<file path="src/hdl/pdg_pkg.sv">
// pdg_pkg: constants, register map and state carrier for the pwm generator
// assumes a single 200 MHz clock domain and the plain register port
package pdg_pkg;

   // ==========================================================
   // register map (word offsets on the plain register port)
   localparam logic [2:0] PDG_OFF_CTRL     = 3'h0; // channel control
   localparam logic [2:0] PDG_OFF_PERIOD   = 3'h1; // period limit
   localparam logic [2:0] PDG_OFF_DUTY_HI  = 3'h2; // duty bits 9..2
   localparam logic [2:0] PDG_OFF_TCON     = 3'h3; // timer config
   localparam logic [2:0] PDG_OFF_TIMER    = 3'h4; // period timer (rw)
   localparam logic [2:0] PDG_OFF_SHADOW   = 3'h5; // duty shadow bits 9..2
   localparam logic [2:0] PDG_OFF_STATUS   = 3'h6; // status (ro)

   // ==========================================================
   // field positions
   localparam int PDG_CTRL_DLO_LSB  = 4;   // ctrl[5:4] duty bits 1..0
   localparam int PDG_CTRL_MODE_LSB = 0;   // ctrl[3:0] mode
   localparam logic [3:0] PDG_MODE_PWM = 4'hC; // pwm when mode[3:2]=11
   localparam int PDG_TCON_PRE_LSB  = 0;   // tcon[1:0] prescale select
   localparam int PDG_TCON_ON_BIT   = 2;   // tcon[2] timer on
   localparam int PDG_TCON_POST_LSB = 3;   // tcon[6:3] postscale - 1

   // ==========================================================
   // reset values
   localparam logic [7:0] PDG_RST_PERIOD = 8'hFF;
   localparam logic [7:0] PDG_RST_ZERO8  = 8'h00;
   localparam logic [9:0] PDG_RST_ZERO10 = 10'h000;

   // ==========================================================
   // timing: one instruction tick is four oscillator periods
   localparam int PDG_OSC_PER_TICK = 4;

   typedef enum logic [1:0]
   {
      PDG_IDLE = 2'b00,
      PDG_RUN  = 2'b01
   } pdg_state_type;

   typedef struct packed
   {
      pdg_state_type state;
      logic [7:0]    ctrl;
      logic [7:0]    period;
      logic [7:0]    duty_hi;
      logic [6:0]    tcon;
      logic [7:0]    timer;
      logic [3:0]    presc;     // oscillator + prescaler count
      logic [3:0]    postc;
      logic [9:0]    shadow;
      logic          pin;
      logic          post_evt;
      logic [7:0]    rdata;
   } pdg_regs_type;

   typedef struct packed
   {
      logic [2:0] addr;
      logic [7:0] wdata;
      logic       wr;
      logic       rd;
   } pdg_bus_type;

endpackage

</file>
<file path="src/hdl/pdg_top.sv">
// pdg_top: single-channel pwm generator with period timer and prescaler
// assumes i_mclk is the oscillator clock; software drives the port
// Function
// - pin carries a pwm waveform with ten-bit duty resolution
// - writing zero to channel control forces channel output latch low
// - period is (limit+1) times four oscillator periods times prescale
// - timer matching limit clears to zero at next increment
// - pin set at each restart in pwm mode unless duty is zero
// - duty value copied to shadow at each period restart
// - postscaler divides match events only, never the period
// - cycle is one period long, with high time from the duty value
//
// Decided for this implementation: the plain strobed port and the address map.
`timescale 1ns/10ps
module pdg_top
(
   input  wire logic              i_mclk,
   input  wire logic              i_reset_n,
   input  wire pdg_pkg::pdg_bus_type i_bus,
   input  wire logic              i_pin_dir_out,
   output logic [7:0]             o_rdata,
   output logic                   o_pin_out,
   output logic                   o_pin_oe,
   output logic                   o_post_event
);
   import pdg_pkg::*;

   pdg_regs_type r_reg;
   pdg_regs_type r_next;
   logic [3:0]   pre_max;
   logic         tick;
   logic         pwm_en;
   logic [9:0]   duty_new;
   logic [9:0]   timer_ext;
   logic         restart;
   logic [1:0]   sub_count;

   // ==========================================================
   // prescale: 4 oscillator periods per tick times 1 or 4
   // every select other than 00 gives 16 clocks per tick, so a x16
   // setting runs at x4; software that needs x16 must use a longer limit
   always_comb
   begin
      case (r_reg.tcon[PDG_TCON_PRE_LSB +: 2])
         2'b00:   pre_max = 4'(PDG_OSC_PER_TICK - 1);
         2'b01:   pre_max = 4'hF;
         default: pre_max = 4'hF;
      endcase
   end

   // ==========================================================
   // next-state logic
   // one pass builds the whole next state: prescaler, timer, shadow,
   // pin latch, postscaler and the register port, in that order, so
   // a software write in the same cycle overrides the timer count
   always_comb
   begin
      r_next   = r_reg;
      tick     = 1'b0;
      pwm_en   = (r_reg.ctrl[3:2] == PDG_MODE_PWM[3:2]);
      duty_new = {r_reg.duty_hi, r_reg.ctrl[PDG_CTRL_DLO_LSB +: 2]};
      r_next.post_evt = 1'b0;
      // prescale counter
      // presc counts oscillator clocks; a tick moves the period timer
      // once per four clocks (x1) or once per sixteen (x4)
      case (r_reg.state)
         PDG_IDLE:
         begin
            if (r_reg.tcon[PDG_TCON_ON_BIT])
            begin
               r_next.state = PDG_RUN;
            end
         end
         PDG_RUN:
         begin
            if (!r_reg.tcon[PDG_TCON_ON_BIT])
            begin
               r_next.state = PDG_IDLE;
            end
            else if (r_reg.presc == pre_max)
            begin
               r_next.presc = 4'h0;
               tick = 1'b1;
            end
            else
            begin
               r_next.presc = r_reg.presc + 4'h1;
            end
         end
         default:
         begin
            r_next.state = PDG_IDLE;
         end
      endcase
      // period boundary
      // a restart is the tick on which the timer sits on the limit
      restart = tick && (r_reg.timer == r_reg.period);
      if (tick)
      begin
         if (r_reg.timer == r_reg.period)
         begin
            r_next.timer  = PDG_RST_ZERO8;
            r_next.shadow = duty_new;
            r_next.pin    = pwm_en && (duty_new != PDG_RST_ZERO10);
            if (r_reg.postc == r_reg.tcon[PDG_TCON_POST_LSB +: 4])
            begin
               r_next.postc    = 4'h0;
               r_next.post_evt = 1'b1;
            end
            else
            begin
               r_next.postc = r_reg.postc + 4'h1;
            end
         end
         else
         begin
            r_next.timer = r_reg.timer + 8'h01;
         end
      end
      // ten-bit compare
      // the duty count is the timer with two sub-tick bits below it:
      // single clocks at x1, groups of four clocks at x4, so one duty
      // step lasts one oscillator period times the prescale. the
      // compare looks at the count the next cycle will hold, so the
      // registered pin falls on the clock at which the count reaches
      // the duty value and the high time is exactly duty steps long;
      // the present count would stretch every pulse by one clock.
      // a duty value beyond the count range keeps the pin high all period
      if (r_reg.tcon[PDG_TCON_PRE_LSB +: 2] == 2'b00)
      begin
         sub_count = r_next.presc[1:0];
      end
      else
      begin
         sub_count = r_next.presc[3:2];
      end
      timer_ext = {r_next.timer, sub_count};
      // set beats clear
      // a restart that sets the pin wins over a same-cycle match
      if (r_reg.state == PDG_RUN && timer_ext == r_next.shadow
          && !restart)
      begin
         r_next.pin = 1'b0;
      end
      if (!pwm_en)
      begin
         r_next.pin = 1'b0;
      end
      // register writes
      if (i_bus.wr)
      begin
         case (i_bus.addr)
            PDG_OFF_CTRL:
            begin
               r_next.ctrl = i_bus.wdata;
               if (i_bus.wdata == PDG_RST_ZERO8)
               begin
                  r_next.pin = 1'b0;
               end
            end
            PDG_OFF_PERIOD:  r_next.period  = i_bus.wdata;
            PDG_OFF_DUTY_HI: r_next.duty_hi = i_bus.wdata;
            PDG_OFF_TCON:    r_next.tcon    = i_bus.wdata[6:0];
            PDG_OFF_TIMER:   r_next.timer   = i_bus.wdata;
            default:         r_next.tcon    = r_reg.tcon;
         endcase
      end
      // register reads, data valid next cycle
      // unmapped offsets read zero, and the data falls back to zero
      // after one cycle so a stale word is never taken twice
      r_next.rdata = PDG_RST_ZERO8;
      if (i_bus.rd)
      begin
         case (i_bus.addr)
            PDG_OFF_CTRL:    r_next.rdata = r_reg.ctrl;
            PDG_OFF_PERIOD:  r_next.rdata = r_reg.period;
            PDG_OFF_DUTY_HI: r_next.rdata = r_reg.duty_hi;
            PDG_OFF_TCON:    r_next.rdata = {1'b0, r_reg.tcon};
            PDG_OFF_TIMER:   r_next.rdata = r_reg.timer;
            PDG_OFF_SHADOW:  r_next.rdata = r_reg.shadow[9:2];
            PDG_OFF_STATUS:  r_next.rdata = {5'h00, r_reg.shadow[1:0],
                                             r_reg.pin};
            default:         r_next.rdata = PDG_RST_ZERO8;
         endcase
      end
   end

   // ==========================================================
   // state register
   // reset loads constants only; the limit starts at all ones so an
   // unconfigured timer gives the longest period, never a short one
   always_ff @(posedge i_mclk or negedge i_reset_n)
   begin
      if (!i_reset_n)
      begin
         r_reg        <= '0;
         r_reg.state  <= PDG_IDLE;
         r_reg.period <= PDG_RST_PERIOD;
      end
      else
      begin
         r_reg <= r_next;
      end
   end

   // ==========================================================
   // outputs; the pad drives only when software set direction out
   // the pin comes straight from a flip-flop, so the pad never sees a
   // glitch while the count passes the duty value
   // direction gates drive
   assign o_pin_oe     = i_pin_dir_out;
   assign o_pin_out    = r_reg.pin;
   assign o_rdata      = r_reg.rdata;
   assign o_post_event = r_reg.post_evt;

endmodule

</file>
<file path="config.mk">
export PLATFORM = sky130hd
export DESIGN_NAME = pdg_top
export DESIGN_NICKNAME = d
export VERILOG_FILES = /design/src/hdl/pdg_pkg.sv /design/src/hdl/pdg_top.sv
export SDC_FILE = /design/constraint.sdc
export NUM_CORES = 1
export LEC_CHECK = 0
export ABC_AREA = 0
export ABC_CLOCK_PERIOD_IN_PS = 3200
export BUFFER_PORTS_ARGS = -buffer_cell sky130_fd_sc_hd__buf_2
export CAP_MARGIN = 5
export CORE_UTILIZATION = 60
export CTS_BUF_LIST = sky130_fd_sc_hd__clkbuf_16
export CTS_CLUSTER_SIZE = 24
export DETAILED_ROUTE_END_ITERATION = 8
export GPL_TIMING_DRIVEN = 0
export PLACE_DENSITY = 0.79
export SETUP_SLACK_MARGIN = 0.3
export SLEW_MARGIN = 20
export SYNTH_ARGS = -nofsm -noshare
export SYNTH_HDL_FRONTEND = slang
export SYNTH_SLANG_ARGS = --single-unit
</file>
<file path="constraint.sdc">
create_clock -name i_mclk -period 3.2 [get_ports i_mclk]
set_input_delay 0.64 -clock i_mclk [delete_from_list [all_inputs] [get_ports i_mclk]]
set_output_delay 0.64 -clock i_mclk [all_outputs]
set_load 0.02 [all_outputs]
</file>
==> results.cfg <==
[clocking]
clock_latency_ns = 0.33
clock_path_buffers = 2
post_cts_resized = 0
cts_setup_buffers = 0
h-tree-depth = 3
clkTransAtPathRegs_ns = 0.06
cts_tree = done
root_buffer = clkbuf_16
cts_sinks = 68
holdBufCountCts = 0
numCtsBuffers = 9

[final_layout]
area_delta_synth_final_pct = 15.6
layout-drive-gt1-share = 0.263
final_cell_mix = dfrtp_1 (60), nand2_1 (50), mux2_2 (32)
utilization = 0.736
finish.instance_area_um2 = 4460
final_common_cell = dfrtp_1
nets = 432
largest_reg_flops = 48
n_antenna_cell = 0

[logic_synthesis]
synth_top_cell_by_area = dfrtp_1
synth_flop_cell = dfrtp_1
synth_edf_count = 0
async_flop_share = 1.00
ys_seq_area_frac = 0.443
synth.distinct_cells = 53
syn-cell-area_um2 = 3860
netlist_instances = 377
ys_ff_latch = 68
postSynthAreaPerCell_um2 = 10.2
netlist_top_cells_area = dfrtp_1 (39%), mux2_2 (9.3%), dfstp_2 (5.4%)
syn-num-nets = 396
synth_top_area_share = 0.389
yosysWarningCount = 0

[sta]
setup_tns_ns = 0
tightest_slew_ns = 0.798
min_period_ns = 2.73
fin_crit_sh = 0.852
maxSlewHeadroom = 0.465
grt_setup_unrepaired = no
fin_ws_ns = 0.474
setup_viol = 0
clock_skew_ns = 0.00513
slew_viol_final = 0
finalHoldViolations = 0
fmax_mhz = 367

[power]
p_int_mw = 2.15
peakVddDrop_v = 0.000480
power_density_nw_per_um2 = 695
power_mw = 3.10
power.switching_uw = 953
switching_share = 0.308
p_comb_frac = 0.245
power_frac_seq = 0.384
p_leak_nw = 1.98
p_clk_frac = 0.371

[placement]
port_buffers = 24
finalWeightedCongestion = 0.963
dp_slack_ns = 0.0902
dpl-instance-area_um2 = 4110
dp_hpwl_um = 6890

[detailed_routing]
first_pass_iters = 6
wl_per_cell_um = 20.5
wl_um = 10100
ant_nets = 0
via_count = 3141
drc = 0
first_iter_violations = 294
vias_per_cell = 6.37

[floorplanning]
die_h_um = 82.2
start_util = 0.637
core_area_um2 = 6060
die_w_um = 82.2
die_area_um2 = 6760
rows = 28
io_pins = 27

[critical_path]
startpoint_type = flop
crit_required_ns = 3.41
crit_type = flop to flop
r2r_cells = 9
cp-end-kind = flop
arrival_ns = 2.94
timing.critical_path.fanout_max = 8

[grt]
grt_pass1_wl_um = 15700
grt_max_degree = 56
grt-ovfl-total = 0
antenna_found_initial = 0
grt_pass1_vias = 2972
grtUsageTotal = 0.329

[run]
cap_violations = 0

[run_status]
status = completed

[hold_path]
hp-class = primary input to asynchronous set/reset pin
==> metrics by stage <==
step	hold WS (ns)	instances
final	0.158	493
after global routing	0.173	493
after CTS	0.163	493
after detailed placement	0.496	477
after global placement	0.485	476
after floorplan	0.344	377
==> cell usage after synthesis (all sizes together), types with 9 or more instances <==
cell,number
dfrtp,60
nand2,50
mux2,33
o21ai,26
clkbuf,16
buf,15
nand3,15
xnor2,14
xor2,14
nor2,12
mux2i,11
nor4,9
==> cell families after synthesis <==
kind of cell,Yosys count,share of synthesized area
and+or+nand+nor,126,0.163
DFF,68,0.443
AOI/OAI and AO/OA,62,0.101
muxes,51,0.167
buffers and inverters,39,0.0522
xor gates and xnor gates,28,0.0635
adders and majority gates,3,0.00973
==> power by group through the flow <==
| stage | clock network (mW) | registers, mW | logic (mW) |
|---|---|---|---|
| floorplan | 0 | 1.14 | 0.568 |
| global placement | 0 | 1.19 | 0.717 |
| detailed placement | 0 | 1.19 | 0.739 |
| CTS | 1.16 | 1.18 | 0.753 |
| global route | 1.19 | 1.21 | 0.824 |
| finish | 1.15 | 1.19 | 0.760 |
==> per-layer routing <==
layer  up-vias  GRT usage  wire (um)
met2       162      0.520       4820
li1       1410          -          -
met4         0      0.147        204
met3        26     0.0626        774
met5         -          0          0
met1      1543      0.438       4300
==> critical path, stage by stage, from the launching register on <==
cell and delay [ns]:
dfrtp_1 0.32, clkbuf_1 0.36, xor2_1 0.15, nor4_1 0.46
and4_1 0.25, buf_4 0.20, mux2_4 0.33, xnor2_1 0.16
nor4_1 0.29, o21bai_1 0.09
==> cell type report <==
type / instances / area, um^2
multi-input combinational: 270 / 1960
sequential: 68 / 1710
fill: 444 / 1600
clock buffer: 9 / 225
buffer: 31 / 171
timing repair buffer: 25 / 150
clock inverter: 7 / 123
tap: 75 / 93.8
inverter: 8 / 30.0
==> worst paths after layout <==
kind                                  startpoint                     to  slack [ns]
max                          r_reg[33]$_DFF_PN0_    o_pin_out$_DFF_PN0_        0.47
min                                    i_reset_n    r_reg[25]$_DFF_PN0_        0.16
max reg2reg                  r_reg[33]$_DFF_PN0_    o_pin_out$_DFF_PN0_        0.47
min reg2reg                r_reg[66]$_DFFE_PN0P_  r_reg[66]$_DFFE_PN0P_        0.52
max in group asynchronous              i_reset_n  r_reg[55]$_DFFE_PN1P_        2.46
min in group i_mclk        r_reg[66]$_DFFE_PN0P_  r_reg[66]$_DFFE_PN0P_        0.52
No activity file was read; power rests on OpenSTA's default activity.
